<file path="src/pdrc_cfg.svh">
// Contract
// - post-divider writes apply at once; dropped while that pll is panel-protected
// - divisor sets ignore writes while panel-protected
// - bit 27 gates doubler clock on/off
// - cpu output 00 disables, 01 reserved
// - cpu output 10 drives downspread clock
// - cpu output 11 drives non-spread clock
// - spread source field enables spread clock
// - centre bit selects superspread centre spread
// - bit 1 enables downspread modulator
// - bit 0 clear disables superspread modulator
`ifndef PDRC_CFG_SVH
`define PDRC_CFG_SVH
// register byte addresses
`define PDRC_PLL_A_CTL 20'hc6014
`define PDRC_PLL_B_CTL 20'hc6018
`define PDRC_PLL_A_SET0 20'hc6040
`define PDRC_PLL_A_SET1 20'hc6044
`define PDRC_PLL_B_SET0 20'hc6048
`define PDRC_PLL_B_SET1 20'hc604c
`define PDRC_REF_CTL 20'hc6200
// reset values
`define PDRC_SET_RST 32'h00000000
`define PDRC_REF_RST 32'h00000000
`define PDRC_POSTDIV_RST 8'h80
// writable bit masks
`define PDRC_SET_MASK 32'h09ff3f3f
`define PDRC_REF_MASK 32'h00007fc3
// field positions
`define PDRC_SET_DBL_BIT 27
`define PDRC_REF_SUPER_MOD_BIT 0
`define PDRC_REF_DOWN_MOD_BIT 1
`define PDRC_REF_CENTRE_BIT 6
`define PDRC_REF_SUPER_LSB 7
`define PDRC_REF_NONSP_LSB 9
`define PDRC_REF_SSC_LSB 11
`define PDRC_REF_CPU_LSB 13
// two-bit source field codes
`define PDRC_SRC_ENABLED 2'h2
`define PDRC_NONSP_EXT 2'h1
`define PDRC_NONSP_INT 2'h2
`endif

</file>
<file path="src/pdrc_pkg.sv">
package pdrc_pkg;
   // cpu clock output selection
   typedef enum logic [1:0] {
      PDRC_CPU_OFF = 2'h0,
      PDRC_CPU_RSVD = 2'h1,
      PDRC_CPU_DOWN = 2'h2,
      PDRC_CPU_NONSP = 2'h3
   } pdrc_cpu_sel_t;
   // one register word
   typedef logic [31:0] pdrc_word_t;
endpackage

</file>
<file path="src/pdrc_divset.sv">
`timescale 1ns/100ps
`default_nettype none
`include "pdrc_cfg.svh"
module pdrc_divset import pdrc_pkg::*; (
   // clock and reset
   input wire logic i_clk,
   input wire logic i_srst,
   // accepted write and its data
   input wire logic i_wr_en,
   input wire pdrc_word_t i_wdata,
   // transcoder vertical blank pulse
   input wire logic i_vblank,
   // armed and applied values
   output pdrc_word_t o_shadow,
   output pdrc_word_t o_active,
   output logic o_doubler_en
);
   pdrc_word_t shadow_q, shadow_d; // armed value
   pdrc_word_t active_q, active_d; // value the pll uses

   ////////////////////////////////////////////////////////////
   // next values: masked write, copy on vblank
   always_comb begin
      shadow_d = shadow_q;
      active_d = active_q;
      if (i_wr_en) begin
         shadow_d = i_wdata & `PDRC_SET_MASK;
      end
      if (i_vblank) begin
         active_d = shadow_q;
      end
   end

   // registers
   always_ff @(posedge i_clk) begin
      if (i_srst) begin
         shadow_q <= `PDRC_SET_RST;
         active_q <= `PDRC_SET_RST;
      end else begin
         shadow_q <= shadow_d;
         active_q <= active_d;
      end
   end

   assign o_shadow = shadow_q;
   assign o_active = active_q;
   assign o_doubler_en = active_q[`PDRC_SET_DBL_BIT];
endmodule
`default_nettype wire

</file>
<file path="src/pdrc_top.sv">
`timescale 1ns/100ps
`default_nettype none
`include "pdrc_cfg.svh"
module pdrc_top import pdrc_pkg::*; (
   // clock and reset
   input wire logic i_clk,
   input wire logic i_srst,
   // mmio register port
   input wire logic i_wr_en,
   input wire logic i_rd_en,
   input wire logic [19:0] i_addr,
   input wire pdrc_word_t i_wdata,
   output logic o_rd_valid,
   output pdrc_word_t o_rd_data,
   // panel power sequencer protect, per pll
   input wire logic i_protect_a,
   input wire logic i_protect_b,
   // transcoder vertical blank pulse, per pll
   input wire logic i_vblank_a,
   input wire logic i_vblank_b,
   // applied divisor sets
   output pdrc_word_t o_pll_a_set0,
   output pdrc_word_t o_pll_a_set1,
   output pdrc_word_t o_pll_b_set0,
   output pdrc_word_t o_pll_b_set1,
   output logic [3:0] o_doubler_en,
   // one-hot post dividers
   output logic [7:0] o_post_div_a,
   output logic [7:0] o_post_div_b,
   // reference clock sources and modulators
   output logic o_ssc_src_en,
   output logic o_nonsp_ext_en,
   output logic o_nonsp_int_en,
   output logic o_super_src_en,
   output logic o_super_centre,
   output logic o_super_mod_en,
   output logic o_down_mod_en,
   // clock output toward the cpu
   output logic o_cpu_down_en,
   output logic o_cpu_nonsp_en
);
   ////////////////////////////////////////////////////////////
   // address decode
   logic [3:0] set_hit; // divisor set selected
   logic [3:0] set_wr; // divisor write accepted
   logic [3:0] set_vb; // vblank per set
   logic [1:0] prot; // protect per set pair
   logic hit_ca, hit_cb, hit_ref; // other registers
   logic ctl_wr_a, ctl_wr_b, ref_wr; // accepted writes

   assign prot = {i_protect_b, i_protect_a};
   assign set_vb = {i_vblank_b, i_vblank_b, i_vblank_a, i_vblank_a};

   // decode and protect gating
   always_comb begin
      set_hit = 4'h0;
      hit_ca = 1'b0;
      hit_cb = 1'b0;
      hit_ref = 1'b0;
      case (i_addr)
         `PDRC_PLL_A_SET0: set_hit = 4'h1;
         `PDRC_PLL_A_SET1: set_hit = 4'h2;
         `PDRC_PLL_B_SET0: set_hit = 4'h4;
         `PDRC_PLL_B_SET1: set_hit = 4'h8;
         `PDRC_PLL_A_CTL: hit_ca = 1'b1;
         `PDRC_PLL_B_CTL: hit_cb = 1'b1;
         `PDRC_REF_CTL: hit_ref = 1'b1;
         default: set_hit = 4'h0; // unmapped
      endcase
      // protected sets drop the write
      set_wr[0] = i_wr_en && set_hit[0] && !prot[0];
      set_wr[1] = i_wr_en && set_hit[1] && !prot[0];
      set_wr[2] = i_wr_en && set_hit[2] && !prot[1];
      set_wr[3] = i_wr_en && set_hit[3] && !prot[1];
      ctl_wr_a = i_wr_en && hit_ca && !i_protect_a;
      ctl_wr_b = i_wr_en && hit_cb && !i_protect_b;
      ref_wr = i_wr_en && hit_ref;
   end

   ////////////////////////////////////////////////////////////
   // divisor sets, double buffered
   pdrc_word_t set_shadow [4]; // readable armed values
   pdrc_word_t set_active [4]; // applied values
   logic [3:0] dbl_en; // doubler gates

   for (genvar g = 0; g < 4; g++) begin : g_set
      pdrc_divset u_set (
         .i_clk(i_clk),
         .i_srst(i_srst),
         .i_wr_en(set_wr[g]),
         .i_wdata(i_wdata),
         .i_vblank(set_vb[g]),
         .o_shadow(set_shadow[g]),
         .o_active(set_active[g]),
         .o_doubler_en(dbl_en[g])
      );
   end

   assign o_pll_a_set0 = set_active[0];
   assign o_pll_a_set1 = set_active[1];
   assign o_pll_b_set0 = set_active[2];
   assign o_pll_b_set1 = set_active[3];
   assign o_doubler_en = dbl_en;

   ////////////////////////////////////////////////////////////
   // post dividers, not double buffered
   logic [7:0] pdiv_a_q, pdiv_a_d; // pll a post divider
   logic [7:0] pdiv_b_q, pdiv_b_d; // pll b post divider

   // next values: write lands on the next edge
   always_comb begin
      pdiv_a_d = pdiv_a_q;
      pdiv_b_d = pdiv_b_q;
      if (ctl_wr_a) begin
         pdiv_a_d = i_wdata[7:0];
      end
      if (ctl_wr_b) begin
         pdiv_b_d = i_wdata[7:0];
      end
   end

   // registers
   always_ff @(posedge i_clk) begin
      if (i_srst) begin
         pdiv_a_q <= `PDRC_POSTDIV_RST;
         pdiv_b_q <= `PDRC_POSTDIV_RST;
      end else begin
         pdiv_a_q <= pdiv_a_d;
         pdiv_b_q <= pdiv_b_d;
      end
   end

   assign o_post_div_a = pdiv_a_q;
   assign o_post_div_b = pdiv_b_q;

   ////////////////////////////////////////////////////////////
   // reference clock control
   pdrc_word_t ref_q, ref_d; // stored control word
   pdrc_cpu_sel_t cpu_sel; // cpu output field
   logic ssc_on, down_on, nonsp_on; // decoded sources

   // next value: reserved bits never stored
   always_comb begin
      ref_d = ref_q;
      if (ref_wr) begin
         ref_d = i_wdata & `PDRC_REF_MASK;
      end
   end

   // register
   always_ff @(posedge i_clk) begin
      if (i_srst) begin
         ref_q <= `PDRC_REF_RST;
      end else begin
         ref_q <= ref_d;
      end
   end

   // field decode of the stored word
   always_comb begin
      cpu_sel = pdrc_cpu_sel_t'(ref_q[`PDRC_REF_CPU_LSB +: 2]);
      ssc_on = ref_q[`PDRC_REF_SSC_LSB +: 2] == `PDRC_SRC_ENABLED;
      down_on = ref_q[`PDRC_REF_DOWN_MOD_BIT];
      nonsp_on = ref_q[`PDRC_REF_NONSP_LSB +: 2] != 2'h0;
   end

   logic src_q [9]; // registered source controls

   // source controls, registered on every edge
   always_ff @(posedge i_clk) begin
      if (i_srst) begin
         for (int k = 0; k < 9; k++) begin
            src_q[k] <= 1'b0;
         end
      end else begin
         src_q[0] <= ssc_on;
         // all fields from the stored word, so every output moves together
         src_q[1] <= ref_q[`PDRC_REF_NONSP_LSB +: 2] == `PDRC_NONSP_EXT;
         src_q[2] <= ref_q[`PDRC_REF_NONSP_LSB +: 2] == `PDRC_NONSP_INT;
         src_q[3] <= ref_q[`PDRC_REF_SUPER_LSB +: 2] == `PDRC_SRC_ENABLED;
         src_q[4] <= ref_q[`PDRC_REF_CENTRE_BIT];
         src_q[5] <= ref_q[`PDRC_REF_SUPER_MOD_BIT];
         src_q[6] <= down_on;
         // downspread only with its source and modulator up
         src_q[7] <= cpu_sel == PDRC_CPU_DOWN && ssc_on && down_on;
         // non-spread only with its source up; 00 and 01 keep off
         src_q[8] <= cpu_sel == PDRC_CPU_NONSP && nonsp_on;
      end
   end

   assign o_ssc_src_en = src_q[0];
   assign o_nonsp_ext_en = src_q[1];
   assign o_nonsp_int_en = src_q[2];
   assign o_super_src_en = src_q[3];
   assign o_super_centre = src_q[4];
   assign o_super_mod_en = src_q[5];
   assign o_down_mod_en = src_q[6];
   assign o_cpu_down_en = src_q[7];
   assign o_cpu_nonsp_en = src_q[8];

   ////////////////////////////////////////////////////////////
   // read path, one cycle after the request
   logic rd_valid_q, rd_valid_d; // read answer strobe
   pdrc_word_t rd_data_q, rd_data_d; // read answer data

   // read mux; unmapped reads zero
   always_comb begin
      rd_valid_d = i_rd_en;
      rd_data_d = 32'h00000000;
      if (i_rd_en) begin
         case (i_addr)
            `PDRC_PLL_A_SET0: rd_data_d = set_shadow[0];
            `PDRC_PLL_A_SET1: rd_data_d = set_shadow[1];
            `PDRC_PLL_B_SET0: rd_data_d = set_shadow[2];
            `PDRC_PLL_B_SET1: rd_data_d = set_shadow[3];
            `PDRC_PLL_A_CTL: rd_data_d = {24'h000000, pdiv_a_q};
            `PDRC_PLL_B_CTL: rd_data_d = {24'h000000, pdiv_b_q};
            `PDRC_REF_CTL: rd_data_d = ref_q;
            default: rd_data_d = 32'h00000000;
         endcase
      end
   end

   // registers
   always_ff @(posedge i_clk) begin
      if (i_srst) begin
         rd_valid_q <= 1'b0;
         rd_data_q <= 32'h00000000;
      end else begin
         rd_valid_q <= rd_valid_d;
         rd_data_q <= rd_data_d;
      end
   end

   assign o_rd_valid = rd_valid_q;
   assign o_rd_data = rd_data_q;
endmodule
`default_nettype wire

</file>
<file path="config.mk">
export PLATFORM = sky130hd
export DESIGN_NAME = pdrc_top
export DESIGN_NICKNAME = d
export VERILOG_FILES = /design/src/pdrc_pkg.sv /design/src/pdrc_divset.sv /design/src/pdrc_top.sv
export VERILOG_INCLUDE_DIRS = /design/src /design/src/src
export SDC_FILE = /design/constraint.sdc
export NUM_CORES = 1
export LEC_CHECK = 0
export ABC_AREA = 1
export BUFFER_PORTS_ARGS = -buffer_cell sky130_fd_sc_hd__buf_2
export CORE_ASPECT_RATIO = 1.4
export CORE_MARGIN = 5
export CORE_UTILIZATION = 49
export CTS_BUF_LIST = sky130_fd_sc_hd__clkbuf_4 sky130_fd_sc_hd__clkbuf_8
export CTS_CLUSTER_DIAMETER = 150
export CTS_CLUSTER_SIZE = 12
export DETAILED_ROUTE_END_ITERATION = 7
export PLACE_DENSITY = 0.78
export SLEW_MARGIN = 10
export SYNTH_ARGS = -nofsm -noshare
export SYNTH_HDL_FRONTEND = slang
export SYNTH_SLANG_ARGS = --single-unit
</file>
<file path="constraint.sdc">
create_clock -name i_clk -period 1.48 [get_ports i_clk]
set_input_delay 0.296 -clock i_clk [delete_from_list [all_inputs] [get_ports i_clk]]
set_output_delay 0.296 -clock i_clk [all_outputs]
set_load 0.01 [all_outputs]
</file>
# Yosys cells after proc, flatten, opt, wreduce, memory -nomap -nowiden
# Memory sizes are Yosys's and may differ from the RTL's.
# Cells that the tools add are included.
word_totals:
  register_bits: 236
  mem_bits_rw: 9
  wordCells: 74
  n_memories: 1
mem_list:
  columns: ["memory", "depth", "word_bits", "rd", "rd_ports_with_merged_regs", "write_ports", "line", "text"]
  rows:
  - ["src_q", 9, 1, 9, 0, 9, "pdrc_top.sv:167", "logic src_q [9];"]
op_classes:
  eq_ne: 13
  muxes: 17
  bitwise_logic: 10
  reduce_logical: 20
ops:
  columns: ["op", "count"]
  rows:
  - ["$pmux 28 s7", 1]
  - ["$eq 20x20->1 const B", 7]
  - ["$logic_and 1x1->1", 16]
  - ["$pmux 4 s4", 1]
  - ["$mux 1", 15]
  - ["$eq 2x2->1 const B", 5]
  - ["$or 1x1->1", 9]
  - ["$eq 2x1->1 const B", 1]
  - ["$logic_not 1->1", 2]
  - ["$reduce_bool 2->1", 1]
  - ["$reduce_or 2->1", 1]
  - ["$not 1->1", 1]

# Logic depth before layout (Yosys ltp)
# Gate-level depths: netlist (run 1).
logic_depth:
  depth_word: 4
  mapped_depth: 12
  ltp_nobuf: 10

# Cells and area by module
# From an unflattened synthesis (run 1), not the netlist that was laid out.
hier_totals:
  cells_unflattened: 1768
  hier_area_um2: 12032.8
by_module_without_submodules:
  columns: ["mod", "instances", "cells_each", "area_each_um2", "seq_area_each_um2"]
  rows:
  - ["pdrc_divset", 4, 301, 2026.9, 880.8]
  - ["pdrc_top", 1, 564, 3925.0, 1381.3]

# Worst setup path after synthesis (run 1)
# OpenSTA, ideal clock, no wires.
synth_path:
  path_type: "input to register"
  startpoint: "input port i_addr[12]"
  endpoint: "register rd_data_q[12], in the netlist o_rd_data[12]"
  setup_ns: 0.062
  arrival_time_ns: 1.479
  required_time_ns: 1.418
  setup_slack_ns: -0.061
  stages: 11
  n_path_buf: 2
  cell_sequence: "nor2_1 > nand2_1 > nor2_8 > buf_6 > nand3_4 > nand2_1 > nor2_1 > nand2_2 > nand2_4 > buf_8 > nor2_2"
synth_between:
  elab_chain_len: 2
synth_rtl:
  columns: ["item", "line", "text"]
  rows:
  - ["start, declared", "pdrc_top.sv:11", "input wire logic [19:0] i_addr,"]
  - ["$eq 20x20->1", "pdrc_top.sv:211", "case (i_addr)"]
  - ["$pmux 28 s7 (*)", "pdrc_top.sv:211", null]
  - ["end signal, assigned", "pdrc_top.sv:231", "rd_data_q <= rd_data_d;"]
  - ["end, declared", "pdrc_top.sv:204", "pdrc_word_t rd_data_q, rd_data_d;"]
# Every way passes the cells marked *; elsewhere a longest branch is shown, timed or not.
# A chain may end at the register's enable or synchronous reset.

# Final worst setup path (run 1)
layout_path:
  startpoint: "register pdiv_a_q[1], in the netlist o_post_div_a[1]"
  endpoint: "output port o_post_div_a[1]"
layout_rtl:
  columns: ["item", "line", "text"]
  rows:
  - ["start, declared", "pdrc_top.sv:107", "logic [7:0] pdiv_a_q, pdiv_a_d;"]
  - ["start signal, assigned", "pdrc_top.sv:125", "pdiv_a_q <= `PDRC_POSTDIV_RST;"]
  - ["start signal, assigned", "pdrc_top.sv:128", "pdiv_a_q <= pdiv_a_d;"]
  - ["end, declared", "pdrc_top.sv:28", "output logic [7:0] o_post_div_a,"]
# No word-level cell between the ends.

==> results of run 1 <==
==> final timing paths <==
kind	to	startpoint	cells after the start	slack [ns]
setup / recovery	o_post_div_a[1]	o_post_div_a[1]	1	0.07
hold / removal	o_post_div_b[7]	i_wdata[7]	3	0.03
setup reg to reg	src_q[0][8]	ref_q[14]	2	0.45
hold reg to reg	src_q[0][5]	ref_q[0]	2	0.46
==> flip-flops by register name (all words and copies together) (netlist names) <==
signal,cells
g_set.u_set.o_active,88
g_set.u_set.o_shadow,88
o_post_div_a,8
o_post_div_b,8
o_rd_data,25
o_rd_valid,1
ref_q,11
src_q,9
==> layout make-up <==
type / instances / area, µm² / area share
Sequential cell: 238 / 4760 / 0.419
Multi-Input combinational cell: 824 / 3940 / 0.346
Timing Repair Buffer: 277 / 1740 / 0.153
Clock buffer: 24 / 330 / 0.0290
Tap cell: 248 / 310 / 0.0273
Inverter: 77 / 292 / 0.0256
Antenna cell: 1 / 2.50 / 0.000220
==> timing repair <==
action | 4_1_cts | 5_1_grt
hold buffers | 0 | 0
buffers inserted | 0 | 5
endpoints found under the setup margin | 0 | 1
==> power groups by stage <==
stage / Clock (W) / Combinational, W / Sequential [W]
2_1_floorplan: 0 / 0.000508 / 0.00677
3_3_place_gp: 0 / 0.000857 / 0.00672
3_5_place_dp: 0 / 0.000868 / 0.00672
4_1_cts: 0.00359 / 0.000875 / 0.00657
5_1_grt: 0.00389 / 0.000964 / 0.00659
6_report: 0.00353 / 0.000879 / 0.00657
==> cells in the mapped netlist <==
library cell	count
inv_1	71
buf_4	57
o21ai_0	224
dfxtp_1	238
a21oi_1	110
clkbuf_1	44
nor2_1	248
o21ai_1	1
nand3_1	19
clkinv_1	3
nand3b_1	1
nand2_4	1
nor2_4	13
inv_2	3
nor2_2	8
nand3_2	2
buf_8	1
nand3_4	5
nand4_1	44
nand2_2	3
nor2_8	2
a2111oi_0	1
nor3_1	13
buf_6	2
buf_2	23
nand2_1	82
conb_1	1
==> routing by layer <==
metal | up-vias | track usage | routed length [µm]
met5 | - | 0 | 0
met1 | 4153 | 0.312 | 11400
met3 | 79 | 0.0394 | 2330
met4 | 0 | 0.112 | 1350
li1 | 4347 | - | -
met2 | 431 | 0.456 | 15000
==> cells by family (layout without fill, tap and decap cells) <==
group / after synthesis / after routing / synth area share
other: 1 / 48 / 0.000393
buffers and inverters: 204 / 378 / 0.108
AOI/OAI and AO/OA: 336 / 336 / 0.177
and+or+nand+nor: 441 / 441 / 0.215
DFF: 238 / 238 / 0.499
==> stage by stage <==
| step | cell area, µm² | TNS, ns | power, W | instances |
|---|---|---|---|---|
| floorplan | 9750 | -0.147 | 0.00728 | 1266 |
| global placement | 11000 | -35.14 | 0.00758 | 1659 |
| detailed placement | 11000 | -37.40 | 0.00759 | 1659 |
| CTS | 11300 | 0 | 0.0110 | 1683 |
| global route | 11400 | 0 | 0.0114 | 1688 |
| finish | 11400 | 0 | 0.0110 | 1689 |
==> impl_results.md, run 1 <==
* Fin util at 0.592
* Final hold viol count at 0
* Crit-path max cell delay at 0.43 ns
* Clk network pwr share at 0.322
* Switching pwr at 0.00274 W
* Gr ovfl total at 0
* Seq pwr share at 0.598
* Crit Path Category: flip-flop to primary output
* Synth warn at 0
* PwrDens at 966 mW/mm²
* Hold_ws at 0.0326 ns
* Final WS setup at 0.0655 ns
* PostCTS Resize Cnt at 0
* Sequential area share after synthesis at 0.499
* Final Skew at 0.0268 ns
* Mean post-synth cell area at 7.82 µm²
* Port Buf Inserts at 195
* Mapped cell area at 0.00954 mm²
* P_leak at 5.24 nW
* Slew Limit Fails at 0
* Root Driver: clkbuf_8
* DIE AREA at 0.0224 mm²
* CP required at 1.18 ns
* Comb power frac at 0.080
* FP Rows at 60
* GPL Wtd Cong at 0.915
* Cell family with most CP delay: flip-flops
* Final ANT Viol Nets at 0
* Status: finished clean
* Core ar. at 0.0192 mm²
* Die Width at 128 µm
* Post-DR wirelength/cell at 17.8 µm
* Hold Crit Class: input port to flip-flop
* Initial antenna violation count at 0
* Maximum VDD drop at 0.713 mV
* CP Capture Type: primary output
* Vias/cell at 5.33
* Cell variety after synth at 27
* Fmax achieved at 707 MHz
* Commonest non-fill, non-tap cell in the layout: nor2_1
* Starting density of the core at 0.497
* Drc violations at 0
* Sw Ratio at 0.249
* Layout cells sized above 1 at 0.239
* CTS buffer count at 23
* Worst-Skew Late Latency at 0.54 ns
* Starting DRC count in detailed routing at 626
* Clk sinks at 238
* Max cap viols at 0
* Place WS at -0.467 ns
* CTS tree: yes
* First-pass GRT wire length at 46.6 mm
* Fin crit period at 1.41 ns
* Setup violations, final at 0
* Post-Route WL at 30.1 mm
* Worst-path fanout max at 3
* Buf+Inv Stages, Crit Path at 1
* Internal Pwr Total at 0.00825 W
* Area contributors post-synth: dfxtp_1 (50%), o21ai_0 (12%), nor2_1 (9.8%)
* RSZ-0062 raised after global routing: false
* Htree depth at 1
* Crit start category: flip-flop
* GRT Util Overall at 0.260
* Drt pass-1 iters at 7
* Synthesized instance count at 1220
* Largest net degree at the start of global routing at 95
* Final worst-path cycle share at 0.956
* Layout area overhead at 19.2%
* Largest area contributor in the netlist: dfxtp_1
* Number of global-route vias before repair at 8583
* Slowest stage cell on the critical path: dfxtp_1
* Most frequent cells in the layout: nor2_1 (245), dfxtp_1 (238), o21ai_0 (222)
* Worst-case clock buffer depth at 3
* HPWL Detailed at 22.3 mm
* Final-layout fill cell count at 1817
* Synth Register Bits at 238
* Arrival @ worst endpoint at 1.12 ns
* Top Ports at 250
* Worst path cell trace: buf_2
* Nets@finish at 1501
* Via count at 9010
* DIE HEIGHT at 175 µm
* Worst-path clk slew at 0.08 ns
* Post-synth top area share at 0.499
Power figures use the tool's default switching activity.
==> run 2, diff against run 1 <==
- CORE_UTILIZATION: 49 -> 50
- PLACE_DENSITY: 0.78 -> 0.77
- SKIP_LAST_GASP: not set -> 1
- SYNTH_HIERARCHICAL: not set -> 1
==> impl_results.md, run 2 <==
* Status: finished clean
* CTS buffer count at 24
* Sequential area share after synthesis at 0.408
* Worst-path fanout max at 1
* HPWL Detailed at 24.7 mm
* Prevailing post-synth register cell: dfxtp_1
* Die Width at 141 µm
* Post-Route WL at 32.5 mm
* Worst-Skew Late Latency at 0.55 ns
* Hold path depth at 3
* Max cap viols at 0
* GPL Wtd Cong at 0.962
* Post-Synth XOR/XNOR Area at 0
* Final ANT Viol Nets at 0
* Clk sinks at 245
* Layout cells sized above 1 at 0.209
* Sw Ratio at 0.257
* Hold Crit Class: input port to flip-flop
* Area contributors post-synth: dfxtp_1 (41%), nand2_1 (15%), nor2_1 (12%)
* Fmax achieved at 718 MHz
* Port Buf Inserts at 202
* Comb power frac at 0.097
* Worst-case clock buffer depth at 3
* DIE AREA at 0.0273 mm²
* Final worst-path cycle share at 0.941
* Number of global-route vias before repair at 10300
* Buf+Inv Stages, Crit Path at 1
* Gr ovfl total at 0
* Asr flop ratio synth at 0
* Cell family with most CP delay: flip-flops
* Synth warn at 6
* Fin crit period at 1.39 ns
* PwrDens at 852 mW/mm²
* FP Rows at 67
* Final hold viol count at 0
* P_leak at 6.83 nW
* RSZ-0062 raised after global routing: false
* Seq pwr share at 0.583
* Largest net degree at the start of global routing at 73
* Synth Register Bits at 245
* Initial antenna violation count at 1
* WP depth at 1
* First-pass GRT wire length at 52.4 mm
* Crit Path Category: flip-flop to primary output
* Largest family of logic cells by synthesized area: simple AND/OR/NAND/NOR gates
* Arrival @ worst endpoint at 1.10 ns
* GRT Util Overall at 0.235
* PostCTS Resize Cnt at 0
* Root Driver: clkbuf_8
* Final total power at 0.0116 W
* Post-DR wirelength/cell at 14.2 µm
* Starting density of the core at 0.505
* Worst-path clk slew at 0.09 ns
* R2r setup slk at 0.47 ns
* Post-Synth Simple-Gate Area at 0.367
* Crit-path max cell delay at 0.39 ns
* Mean post-synth cell area at 6.81 µm²
* CP required at 1.18 ns
* Slowest stage cell on the critical path: dfxtp_1
* Crit start category: flip-flop
* Internal Pwr Total at 0.00862 W
* Switching pwr at 0.00298 W
* Slew Limit Fails at 0
* Htree depth at 1
* Top Ports at 250
* Post-synth EDFFs at 0
* Worst path cell trace: buf_2
* Layout area overhead at 13.0%
* Hold_ws at 0.0562 ns
* R2R depth at 4
* Starting DRC count in detailed routing at 764
* CTS tree: yes
* Synthesized instance count at 1768
* Setup violations, final at 0
* Commonest non-fill, non-tap cell in the layout: nand2_1
* CP Capture Type: primary output
* Mux cell area share after synthesis at 0
* Drc violations at 0
* Via count at 10800
* Nets@finish at 2041
* Maximum VDD drop at 0.546 mV
* Synth cell count leaders: nand2_1 (483), nor2_1 (394), dfxtp_1 (245)
* Most common cell in the synthesized netlist: nand2_1
* Post-synthesis adder-cell area fraction at 0
* Core ar. at 0.0238 mm²
* Post-synth top area share at 0.408
* Clk network pwr share at 0.320
* Vias/cell at 4.72
* Final Skew at 0.0258 ns
* Synth Area in Compound Gates at 0.0336
* DIE HEIGHT at 194 µm
* Drt pass-1 iters at 5
* Most frequent cells in the layout: nand2_1 (482), nor2_1 (387), dfxtp_1 (245)
* Cell variety after synth at 28
* Mapped cell area at 0.0120 mm²
* Largest area contributor in the netlist: dfxtp_1
[run 2: final cells by class]
class / instances / area [µm²]
diodes: 2 / 5.00
clock buffers: 25 / 344
clock inverters: 1 / 8.76
fillers: 2329 / 10200
inverters: 238 / 895
multi-input cells: 1190 / 5180
flip-flops and latches: 245 / 4900
well taps: 310 / 388
repair buffers: 282 / 1880
[run 2: logic make-up after synthesis]
logic type	after synthesis
AND/OR/NAND/NOR	1037
buffers and inverters	409
flip-flops	245
AO/OA/AOI/OAI	73
other	4
[run 2: metrics by stage]
stage	setup WS, ns	cell area (µm²)	setup TNS, ns	instances	utilization
2_1_floorplan	-0.0293	12400	-0.186	1844	-
6_report	0.0880	13600	0	2293	0.571
5_1_grt	0.0323	13600	0	2292	0.571
3_3_place_gp	-0.266	13200	-22.68	2264	0.556
3_5_place_dp	-0.305	13200	-28.68	2264	0.556
4_1_cts	0.0450	13600	0	2291	0.571
[run 2: path summary, 6_finish.rpt]
| kind | from | endpoint |
|---|---|---|
| worst max-delay path | o_rd_data[4] | o_rd_data[4] |
| worst min register to register | ref_q[6] | src_q[0][4] |
| worst min-delay path | i_wdata[7] | ref_q[7] |
| worst max register to register | g_set[3].u_set/o_shadow[5] | o_rd_data[5] |
[run 2: power by group through the flow]
stage          clock network, W  logic [W]  registers [W]
3_3_place_gp                  0    0.00111        0.00691
2_1_floorplan                 0   0.000816        0.00697
4_1_cts                 0.00384    0.00113        0.00676
6_report                0.00371    0.00112        0.00676
5_1_grt                 0.00411    0.00126        0.00677
3_5_place_dp                  0    0.00112        0.00691
[run 2: timing repair]
action | 4_1_cts | 5_1_grt
endpoints found under the setup margin | 0 | 0
hold buffers | 1 | 0
endpoints found under the hold margin | 1 | 0
buffers inserted | 0 | 0
[run 2: per-layer routing]
layer  routed length (µm)  vias to the layer above  track usage
met5                    0                        -            0
met4                 2030                        0        0.132
met3                 1970                       91       0.0301
met2                16400                      360        0.422
met1                12100                     4890        0.264
li1                     -                     5491            -
